`config.mk`:
```
export PLATFORM = sky130hd
export DESIGN_NAME = eapc_ext_pin_irq
export DESIGN_NICKNAME = d
export VERILOG_FILES = /design/src/hw/eapc_ext_pin_irq.v
export VERILOG_INCLUDE_DIRS = /design/src /design/src/hw
export SDC_FILE = /design/constraint.sdc
export NUM_CORES = 1
export LEC_CHECK = 0
export BUFFER_PORTS_ARGS = -buffer_cell sky130_fd_sc_hd__buf_2
export CAP_MARGIN = 30
export CORE_MARGIN = 2
export CORE_UTILIZATION = 30
export CTS_CLUSTER_DIAMETER = 200
export DETAILED_ROUTE_END_ITERATION = 10
export PLACE_DENSITY_LB_ADDON = 0.1
export REMOVE_ABC_BUFFERS = 1
export SLEW_MARGIN = 40
export SYNTH_ARGS = -nofsm -noshare
export SYNTH_HDL_FRONTEND = slang
export SYNTH_SLANG_ARGS = --single-unit
```
`constraint.sdc`:
```
create_clock -name clk -period 3.45 [get_ports clk]
set_clock_uncertainty 0.2 [all_clocks]
set_input_delay 0.345 -clock clk [delete_from_list [all_inputs] [get_ports clk]]
set_output_delay 0.345 -clock clk [all_outputs]
set_load 0.02 [all_outputs]
```
`src/hw/eapc_defines.vh`:
```
// Constants for the external and pin-change interrupt unit.
`ifndef EAPC_DEFINES_VH
`define EAPC_DEFINES_VH

// ==========================================================================
// Register indices; the bus byte address is four times the index.
// ==========================================================================
`define EAPC_IDX_EXT_ENABLE_MASK 8'h1d
`define EAPC_IDX_GROUP_CONTROL 8'h68
`define EAPC_IDX_GROUP0_MASK 8'h6b
`define EAPC_IDX_GROUP1_MASK 8'h6c
`define EAPC_IDX_GROUP2_MASK 8'h6d
`define EAPC_IDX_GROUP3_MASK 8'h73
`define EAPC_IDX_SENSE_CONTROL 8'h74
`define EAPC_IDX_EXT_FLAGS 8'h75
`define EAPC_IDX_GROUP_FLAGS 8'h76

// ==========================================================================
// Field layout and reset values.
// ==========================================================================
`define EAPC_NUM_DED 3
`define EAPC_NUM_GRP 4
`define EAPC_GRP_WIDTH 8
`define EAPC_SENSE_MSB 5
`define EAPC_RESET_BYTE 8'h00

// ==========================================================================
// Sense selector encodings.
// ==========================================================================
`define EAPC_SENSE_LOW 2'h0
`define EAPC_SENSE_ANY 2'h1
`define EAPC_SENSE_FALL 2'h2
`define EAPC_SENSE_RISE 2'h3

// ==========================================================================
// Bus answers.
// ==========================================================================
`define EAPC_RESP_OKAY 2'h0
`define EAPC_RESP_SLVERR 2'h2

`endif

```
`src/hw/eapc_ext_pin_irq.v`:
```
// External pin and pin-change interrupt unit with an AXI4-Lite register slave.
//
// The implementer's own choice: the AXI4-Lite interface to the registers.
`timescale 1ns/10ps
`include "eapc_defines.vh"

module eapc_ext_pin_irq #(
  parameter ADDR_W = 10
) (
  input wire clk,
  input wire reset_n,
  // Software register bus.
  input wire [ADDR_W-1:0] s_axi_awaddr,
  input wire s_axi_awvalid,
  output wire s_axi_awready,
  input wire [31:0] s_axi_wdata,
  input wire [3:0] s_axi_wstrb,
  input wire s_axi_wvalid,
  output wire s_axi_wready,
  output reg [1:0] s_axi_bresp,
  output reg s_axi_bvalid,
  input wire s_axi_bready,
  input wire [ADDR_W-1:0] s_axi_araddr,
  input wire s_axi_arvalid,
  output wire s_axi_arready,
  output reg [31:0] s_axi_rdata,
  output reg [1:0] s_axi_rresp,
  output reg s_axi_rvalid,
  input wire s_axi_rready,
  // Pins as seen at the pad input, whatever the pin direction is.
  input wire [2:0] dedicated_irq_pins,
  input wire [31:0] change_detect_inputs,
  // Core side.
  input wire globalIrqEnable,
  input wire sleepActive,
  input wire [2:0] dedicatedServiced,
  input wire [3:0] groupServiced,
  output wire [2:0] dedicatedIrqRequest,
  output wire [3:0] changeGroupRequest,
  output wire asyncWake
);

  // ========================================================================
  // Register state.
  // ========================================================================
  reg [2:0] enableMask_q; // Dedicated pin enables.
  reg [5:0] senseCtl_q; // Two sense bits per dedicated pin.
  reg [3:0] groupCtl_q; // Group enables.
  reg [31:0] groupMask_q; // Per-line masks, group n in bits 8n+7:8n.
  reg [2:0] dedFlag_q; // Dedicated pin flags.
  reg [3:0] grpFlag_q; // Group flags.

  // ========================================================================
  // Input conditioning and synchronisers.
  // ========================================================================
  // A dedicated pin whose input buffer is off during sleep reads as low.
  // That forced level can itself look like a change and set a flag.
  wire [2:0] dedGated;
  assign dedGated = dedicated_irq_pins & ~({3{sleepActive}} & ~enableMask_q);

  wire [34:0] rawIn;
  assign rawIn = {dedGated, change_detect_inputs};

  reg [34:0] sync1_q; // First stage, read only by the second.
  reg [34:0] sync2_q; // Settled copy in the clock domain.
  reg [34:0] prev_q; // Previous settled copy, for change detection.

  // Two flops ahead of any logic; then one more stage to compare against.
  always @(posedge clk or negedge reset_n) begin
    if (!reset_n) begin
      sync1_q <= 35'h0;
      sync2_q <= 35'h0;
      prev_q <= 35'h0;
    end else begin
      sync1_q <= rawIn;
      sync2_q <= sync1_q;
      prev_q <= sync2_q;
    end
  end

  // ========================================================================
  // Sense decoding, shared by the flag logic and the wake path.
  // ========================================================================
  // Returns true when the sense mode sees an event between two samples.
  function senseHit;
    input [1:0] mode;
    input oldLvl;
    input newLvl;
    begin
      case (mode)
        `EAPC_SENSE_LOW: senseHit = ~newLvl;
        `EAPC_SENSE_ANY: senseHit = oldLvl ^ newLvl;
        `EAPC_SENSE_FALL: senseHit = oldLvl & ~newLvl;
        `EAPC_SENSE_RISE: senseHit = ~oldLvl & newLvl;
        default: senseHit = 1'b0;
      endcase
    end
  endfunction

  // ========================================================================
  // Dedicated pins: events, wake terms and requests.
  // ========================================================================
  wire [2:0] dedEvent; // Synchronised edge events in edge modes.
  wire [2:0] dedLevel; // Sense set to low level.
  wire [2:0] dedWake; // Unclocked wake terms.
  genvar gi;
  generate
    for (gi = 0; gi < `EAPC_NUM_DED; gi = gi + 1) begin : gDed
      assign dedLevel[gi] = (senseCtl_q[2*gi+1:2*gi] == `EAPC_SENSE_LOW);
      assign dedEvent[gi] = ~dedLevel[gi] &
        senseHit(senseCtl_q[2*gi+1:2*gi], prev_q[32+gi], sync2_q[32+gi]);
      // The raw pin is compared with the last clocked sample; with the clock
      // stopped that sample holds, so any qualifying edge shows at once.
      assign dedWake[gi] = enableMask_q[gi] &
        senseHit(senseCtl_q[2*gi+1:2*gi], sync2_q[32+gi], dedGated[gi]);
      // Level mode asks for as long as the settled pin is low; a level that
      // vanishes before the clock is back never produces a request.
      assign dedicatedIrqRequest[gi] = globalIrqEnable & enableMask_q[gi] &
        (dedLevel[gi] ? ~sync2_q[32+gi] : dedFlag_q[gi]);
    end
  endgenerate

  // ========================================================================
  // Pin-change groups: events, wake terms and requests.
  // ========================================================================
  wire [3:0] grpEvent; // Synchronised masked toggles per group.
  wire [3:0] grpWake; // Unclocked masked toggles per group.
  generate
    for (gi = 0; gi < `EAPC_NUM_GRP; gi = gi + 1) begin : gGrp
      assign grpEvent[gi] = |((prev_q[8*gi+7:8*gi] ^ sync2_q[8*gi+7:8*gi]) &
        groupMask_q[8*gi+7:8*gi]);
      assign grpWake[gi] = groupCtl_q[gi] &
        (|((change_detect_inputs[8*gi+7:8*gi] ^ sync2_q[8*gi+7:8*gi]) &
        groupMask_q[8*gi+7:8*gi]));
      assign changeGroupRequest[gi] = globalIrqEnable & groupCtl_q[gi] &
        grpFlag_q[gi];
    end
  endgenerate

  // The wake line is purely combinational so it works with no clock at all.
  // It may glitch on a narrow pulse; the power manager must tolerate that.
  assign asyncWake = (|dedWake) | (|grpWake);

  // ========================================================================
  // Bus slave: write side.
  // ========================================================================
  reg awHeld_q; // Write address taken, waiting for data.
  reg [ADDR_W-1:0] awAddr_q; // Held write address.
  reg wHeld_q; // Write data taken, waiting for address.
  reg [7:0] wData_q; // Held low byte of write data.
  reg wStrb_q; // Held lane-zero strobe.

  // Each channel is taken once and held until the response leaves.
  assign s_axi_awready = ~awHeld_q & ~s_axi_bvalid;
  assign s_axi_wready = ~wHeld_q & ~s_axi_bvalid;

  wire awFire;
  wire wFire;
  assign awFire = s_axi_awvalid & s_axi_awready;
  assign wFire = s_axi_wvalid & s_axi_wready;

  wire haveAw;
  wire haveW;
  wire [ADDR_W-1:0] curAw;
  wire [7:0] curWd;
  wire curStrb;
  assign haveAw = awHeld_q | awFire;
  assign haveW = wHeld_q | wFire;
  assign curAw = awHeld_q ? awAddr_q : s_axi_awaddr;
  assign curWd = wHeld_q ? wData_q : s_axi_wdata[7:0];
  assign curStrb = wHeld_q ? wStrb_q : s_axi_wstrb[0];

  // The write is committed in the cycle both halves are present.
  wire doWrite;
  assign doWrite = haveAw & haveW & ~s_axi_bvalid;

  // Register decode, used by both the write and the read side.
  function [3:0] decodeIdx;
    input [ADDR_W-1:0] addr;
    begin
      case (addr[ADDR_W-1:2])
        `EAPC_IDX_EXT_ENABLE_MASK: decodeIdx = 4'h1;
        `EAPC_IDX_GROUP_CONTROL: decodeIdx = 4'h2;
        `EAPC_IDX_GROUP0_MASK: decodeIdx = 4'h3;
        `EAPC_IDX_GROUP1_MASK: decodeIdx = 4'h4;
        `EAPC_IDX_GROUP2_MASK: decodeIdx = 4'h5;
        `EAPC_IDX_GROUP3_MASK: decodeIdx = 4'h6;
        `EAPC_IDX_SENSE_CONTROL: decodeIdx = 4'h7;
        `EAPC_IDX_EXT_FLAGS: decodeIdx = 4'h8;
        `EAPC_IDX_GROUP_FLAGS: decodeIdx = 4'h9;
        default: decodeIdx = 4'h0;
      endcase
    end
  endfunction

  wire [3:0] wrSel;
  wire wrEn;
  assign wrSel = decodeIdx(curAw);
  assign wrEn = doWrite & curStrb; // Only lane zero carries register bits.

  // Channel holding and the write response.
  always @(posedge clk or negedge reset_n) begin
    if (!reset_n) begin
      awHeld_q <= 1'b0;
      awAddr_q <= {ADDR_W{1'b0}};
      wHeld_q <= 1'b0;
      wData_q <= 8'h00;
      wStrb_q <= 1'b0;
      s_axi_bvalid <= 1'b0;
      s_axi_bresp <= `EAPC_RESP_OKAY;
    end else begin
      if (doWrite) begin
        awHeld_q <= 1'b0;
        wHeld_q <= 1'b0;
        s_axi_bvalid <= 1'b1;
        s_axi_bresp <= (wrSel == 4'h0) ? `EAPC_RESP_SLVERR : `EAPC_RESP_OKAY;
      end else begin
        if (awFire) begin
          awHeld_q <= 1'b1;
          awAddr_q <= s_axi_awaddr;
        end
        if (wFire) begin
          wHeld_q <= 1'b1;
          wData_q <= s_axi_wdata[7:0];
          wStrb_q <= s_axi_wstrb[0];
        end
        if (s_axi_bvalid && s_axi_bready) begin
          s_axi_bvalid <= 1'b0;
        end
      end
    end
  end

  // ========================================================================
  // Control registers.
  // ========================================================================
  // Software-owned fields; unwritable bits simply are not stored.
  always @(posedge clk or negedge reset_n) begin
    if (!reset_n) begin
      enableMask_q <= 3'h0;
      senseCtl_q <= 6'h0;
      groupCtl_q <= 4'h0;
      groupMask_q <= 32'h0;
    end else if (wrEn) begin
      case (wrSel)
        4'h1: enableMask_q <= curWd[2:0];
        4'h2: groupCtl_q <= curWd[3:0];
        4'h3: groupMask_q[7:0] <= curWd;
        4'h4: groupMask_q[15:8] <= curWd;
        4'h5: groupMask_q[23:16] <= curWd;
        4'h6: groupMask_q[31:24] <= curWd;
        4'h7: senseCtl_q <= curWd[`EAPC_SENSE_MSB:0];
        default: enableMask_q <= enableMask_q;
      endcase
    end
  end

  // ========================================================================
  // Flags.
  // ========================================================================
  wire [2:0] dedClr;
  wire [3:0] grpClr;
  assign dedClr = dedicatedServiced |
    ((wrEn && wrSel == 4'h8) ? curWd[2:0] : 3'h0);
  assign grpClr = groupServiced |
    ((wrEn && wrSel == 4'h9) ? curWd[3:0] : 4'h0);

  // A new event in the clearing cycle wins, so no event is lost.
  always @(posedge clk or negedge reset_n) begin
    if (!reset_n) begin
      dedFlag_q <= 3'h0;
      grpFlag_q <= 4'h0;
    end else begin
      dedFlag_q <= ((dedFlag_q & ~dedClr) | dedEvent) & ~dedLevel;
      grpFlag_q <= (grpFlag_q & ~grpClr) | grpEvent;
    end
  end

  // ========================================================================
  // Bus slave: read side.
  // ========================================================================
  assign s_axi_arready = ~s_axi_rvalid;

  reg [7:0] rdByte; // Selected register value.
  wire [3:0] rdSel;
  assign rdSel = decodeIdx(s_axi_araddr);

  // Read multiplexer; bits above each register's width read as zero.
  always @* begin
    case (rdSel)
      4'h1: rdByte = {5'h0, enableMask_q};
      4'h2: rdByte = {4'h0, groupCtl_q};
      4'h3: rdByte = groupMask_q[7:0];
      4'h4: rdByte = groupMask_q[15:8];
      4'h5: rdByte = groupMask_q[23:16];
      4'h6: rdByte = groupMask_q[31:24];
      4'h7: rdByte = {2'h0, senseCtl_q};
      4'h8: rdByte = {5'h0, dedFlag_q};
      4'h9: rdByte = {4'h0, grpFlag_q};
      default: rdByte = `EAPC_RESET_BYTE;
    endcase
  end

  // Read data is captured when the address is taken and held until taken.
  always @(posedge clk or negedge reset_n) begin
    if (!reset_n) begin
      s_axi_rvalid <= 1'b0;
      s_axi_rdata <= 32'h0;
      s_axi_rresp <= `EAPC_RESP_OKAY;
    end else if (s_axi_arvalid && s_axi_arready) begin
      s_axi_rvalid <= 1'b1;
      s_axi_rdata <= {24'h0, rdByte};
      s_axi_rresp <= (rdSel == 4'h0) ? `EAPC_RESP_SLVERR : `EAPC_RESP_OKAY;
    end else if (s_axi_rready) begin
      s_axi_rvalid <= 1'b0;
    end
  end

endmodule

```
* Word level (Yosys, flattened, before mapping)
Index checks and enable logic that the tools add are counted.
** Word-level totals
- Input port bits :: 107
- Word-level logic and storage cells :: 225
- Output and inout bits :: 49
- Flip-flop bits (word level) :: 192
** Cells by class
- Bitwise operators :: 99
- Reduce and logical (&&, ||, !) cells :: 32
- Multiplexer cells :: 27
- Equal/unequal tests :: 45
** Operators by type and width (count)
- equality test 8 x 7 -> 1 bit, second input constant :: 16
- case mux 4 bit (9 select lines) :: 2
- case mux 8 bit (9 select lines) :: 1
- bitwise AND 8 bit :: 8
- OR reduction 8 bit :: 8
- XOR 8 bit :: 8
- bitwise AND 1 bit :: 43
- equality test 4 x 3 -> 1 bit, second input constant :: 8
- case mux 1 bit (4 select lines) :: 6
- AND reduction 2 bit :: 9
- NOT 1 bit :: 17
- equality test 4 x 2 -> 1 bit, second input constant :: 4
- equality test 4 bit, second input constant :: 4
- equality test 8 x 5 -> 1 bit, second input constant :: 2
- bitwise AND 3 bit :: 4
- equality test 2 bit, second input constant :: 6
- 2-to-1 mux 1 bit :: 12
- NOT 3 bit :: 4
- 2-to-1 mux 10 bit :: 1
- equality test 4 x 1 -> 1 bit, second input constant :: 2
- zero test 4 bit :: 2
- 2-to-1 mux 8 bit :: 1
- OR 4 bit :: 2
- nonzero test 2 bit :: 4
- 13 further kinds :: 29

* Longest topological paths before layout
- Word-level depth :: 14
- Mapped depth :: 9
- Mapped depth without buffers :: 8

* Worst setup path before layout
Ideal clock, no wire load.
- Kind :: reg2reg
- Start point :: register awHeld_q
- End point :: register groupMask_q[0]
- Cell stages (with the launch flop) :: 8
- Data required time :: 3.125 ns
- Data arrival time :: 2.232 ns
- Slack :: 0.893 ns
- Clock period less this slack :: 2.557 ns
- Library setup time :: 0.125 ns
- Buffers on the path :: 1
- Cell sequence :: dfrtp_1 > buf_6 > or4b_1 > o221ai_1 > o211ai_1 > a31o_1 > nor3_4 > mux2_2
** On the way
- Cells in the longest elaborated chain, start to end :: 8
- Elaborated cells on any way between the ends :: 20
- Classes of those cells :: eq/ne: 10; mux: 2; bitwise: 7; reduce/logical: 1
** RTL lines
- start: declaration :: RTL line eapc_ext_pin_irq.v:147 : reg awHeld_q;
- start signal: assignment :: RTL line eapc_ext_pin_irq.v:204 : awHeld_q <= 1'b0;
- start signal: assignment :: RTL line eapc_ext_pin_irq.v:213 : awHeld_q <= 1'b0;
- start signal: assignment :: RTL line eapc_ext_pin_irq.v:219 : awHeld_q <= 1'b1;
- branches (longest 7 deep; another with 2-to-1 mux 10 bit)
- AND reduction 2 bit (no line) (*)
- end signal: assignment :: RTL line eapc_ext_pin_irq.v:248 : 4'h3: groupMask_q[7:0] <= curWd;
- end: declaration :: RTL line eapc_ext_pin_irq.v:49 : reg [31:0] groupMask_q;
Mark *: on every way between the ends.
A chain may end at the register's enable or synchronous reset.

* Worst setup path after layout
- Start point :: register awHeld_q
- End point :: register groupMask_q[20]
** On the way
- Cells in the longest elaborated chain, start to end :: 8
- Elaborated cells on any way between the ends :: 20
- Classes of those cells :: eq/ne: 10; mux: 2; bitwise: 7; reduce/logical: 1
** RTL lines
- branches (longest 7 deep; another with 2-to-1 mux 10 bit)
- AND reduction 2 bit (no line) (*)
- end signal: assignment :: RTL line eapc_ext_pin_irq.v:250 : 4'h5: groupMask_q[23:16] <= curWd;
Marked as above.

==> metrics.cfg <==
[run_status]
status=finished clean

[synth]
synth.largest_area_cell=dfrtp_1
yosys-top-cells-area=dfrtp_1 (55%), mux2_2 (10%), xor2_1 (6.9%), a22oi_1 (3.1%), buf_4 (2.3%)
ys_ff_latch=188
ys_types=60
ys_warn_count=0
syn_area_per_cell_um2=12.4
ys.flop_type=dfrtp_1
synth_edf_count=0
async_flop_share_pct=100
synthesis.area_mm2=0.00850
synth_top_area_share_pct=55.4
syn_inst=684
ys_seq_area_share_pct=55.4

[sta]
post-route-period-util_pct=92.2
rsz0062_at_grt=false
setup_viol=0
hold_viol_final=0
finalSetupTns_ns=0
setup_ws_ns=0.270
max_freq_mhz=315
tightest_slew_ns=0.689
period_needed_ns=3.18
whs_ns=0.0190
slew_headroom_pct=54.1
final-max-slew-violation-count=0

[clock_network]
cts.clk_slew.worst_paths_ns=0.07
clk_latency_ns=0.43
cts_inserted_buffers=17
cts.sinks=188
root_buffer=clkbuf_16
cts_buffer_depth=2
cts_tree=yes
cts_max_level=4

[drt]
routed-via-count=5899
route.detailed.drc=0
drt_iter0_markers=349
wl_per_cell_um=17.8
viasPerCell=4.75
routed_wl_um=22100
postRouteAntennaNets=0
first_pass_iters=5

[power_and_ir_drop]
p_comb_share_pct=22.2
p_int_mw=4.18
seqPwrFrac_pct=46.0
power_density_mw_per_mm2=591
power_mw=6.21
peakVddDrop_v=0.000309
switching_share_pct=32.7
p_leak_nw=4.79
clkPwrFrac_pct=31.8
p_sw_mw=2.03

[floorplan]
start_util_pct=30.5
core_area_mm2=0.0279
die_y_um=172
die-width_um=172
rows=61
dieArea_mm2=0.0297
io_pins=156

[finish]
final_area_mm2=0.0105
final_core_util_pct=37.7
areaGrowthSynthToFinish_pct=23.7
final_cell_count_no_fill=1241
drive_gt1_share_pct=26.9
fin_nets=969
n_antenna_cell=0

[global_routing]
grt_pass1_wl_um=34800
antenna_found_initial=0
grt_use_total_pct=15.7
overflow=0
grt_max_degree=83
grt_pass1_vias=6072

[worst_setup_path]
end_kind=register
cp_max_fo=18
path_class=register to register
reg2reg_from=awHeld_q$_DFFE_PN0P_
startpoint=awHeld_q$_DFFE_PN0P_
cp-start-kind=register
required_ns=3.57
crit_arrival_ns=3.30

[placement]
placedCellCount=1158
dpl.hpwl_um=16500
port_buffers=98
gp_congestion=0.835
placed_cell_area_mm2=0.00941
dp_slack_ns=0.278

[run]
cap_viol_max_count=0

[worst_hold_path]
hold_start=s_axi_awaddr[3]
hp-class=input port to register

## cell usage in the layout, fill, tap and decap left out, types with 17 or more instances in the layout
master and count:
dfrtp_1 188, inv_1 30, conb_1 26, nand2_1 33, o21ai_0 18, mux2_2 77
buf_2 97, clkbuf_16 17, dlygate4sd3_1 51, xor2_1 67, a22oi_1 35, nor2_1 25
## cell families after synthesis
| kind of cell | synth area share, % |
|---|---|
| buf+inv | 4.43 |
| other cells | 0.0441 |
| fa+ha+maj | 1.77 |
| compound gates | 11.4 |
| xor+xnor | 6.91 |
| flops | 55.4 |
| mux | 11.7 |
| simple gates | 8.44 |
## layer usage
metal  track usage [%]  routed length, um  vias to the layer above
met5                 0                  0                        -
met4              4.82                369                        0
met3              3.00                919                       23
met2              23.3               9670                      184
met1              23.0              11100                     2927
li1                  -                  -                     2765
## cells in the mapped netlist, types with 3 or more instances
library cell  instances
a211oi_1             13
nand3_2               3
nor3_1               11
nor2_1               25
xor2_1               67
buf_4                26
o21ai_0              18
o311ai_0              3
a221oi_1              6
nand3_1               4
nand4b_1              3
nand2_1              33
inv_1                30
a22oi_1              35
and3_1                7
a21o_1                3
nand2b_1              5
nand4_1               7
ha_1                 12
a22o_1               12
o211ai_1              7
a21oi_1              14
nor2b_1               3
mux2_2               77
clkbuf_1              7
buf_2                 4
o21ai_1               3
dfrtp_1             188
mux2i_1               8
nand3b_1              9
## registers in the layout, indices dropped and copies added, names as in the netlist
register      count
prev_q           35
sync2_q          35
senseCtl_q        6
grpFlag_q         4
sync1_q          35
s_axi_rvalid      1
enableMask_q      3
s_axi_rresp       1
wHeld_q           1
dedFlag_q         3
s_axi_bvalid      1
s_axi_bresp       1
wData_q           8
groupCtl_q        4
wStrb_q           1
groupMask_q      32
awAddr_q          8
awHeld_q          1
s_axi_rdata       8
## power groups by stage
stage	combinational [mW]	clock [mW]	sequential, mW
floorplan	0.842	0	2.80
global placement	1.31	0	2.89
detailed placement	1.34	0	2.90
CTS	1.40	2.04	2.86
global route	1.53	2.14	2.91
finish	1.38	1.98	2.86
## path summary, 6_finish.rpt
| path | to | slack [ns] | cells past startpoint |
|---|---|---|---|
| worst max register to register | groupMask_q[20]$_DFFE_PN0P_ | 0.27 | 6 |
| worst min register to register | sync2_q[25]$_DFF_PN0_ | 0.15 | 0 |
| worst min-delay path | awAddr_q[3]$_DFFE_PN0P_ | 0.02 | 2 |
| min in group asynchronous | prev_q[33]$_DFF_PN0_ | 0.30 | 2 |
| max in group asynchronous | sync1_q[25]$_DFF_PN0_ | 1.82 | 3 |
| worst max-delay path | groupMask_q[20]$_DFFE_PN0P_ | 0.27 | 6 |
## what timing repair did
| action | in CTS | in global routing |
|---|---|---|
| hold endpoints to repair | 129 | 0 |
| gates resized for setup | 0 | 0 |
| hold buffers | 51 | 0 |
| setup buffers | 0 | 0 |
| setup endpoints to repair | 0 | 0 |
## final cells by class
| cell class | count | area, um^2 |
|---|---|---|
| repair buffers | 161 | 1110 |
| well taps | 378 | 473 |
| flip-flops and latches | 188 | 4700 |
| inverters | 30 | 113 |
| multi-input cells | 452 | 3520 |
| fillers | 2726 | 17300 |
| clock buffers | 18 | 439 |
| clock inverters | 14 | 151 |
## worst max-delay path, stage by stage, from the launching register on
cell and delay, ns:
dfrtp_1 0.71, nand4b_1 0.34, o32ai_1 0.44, o21ai_1 0.19, a21oi_1 0.36, and2_1 0.43, mux2_2 0.38
No activity file was read; power rests on OpenSTA's default activity.
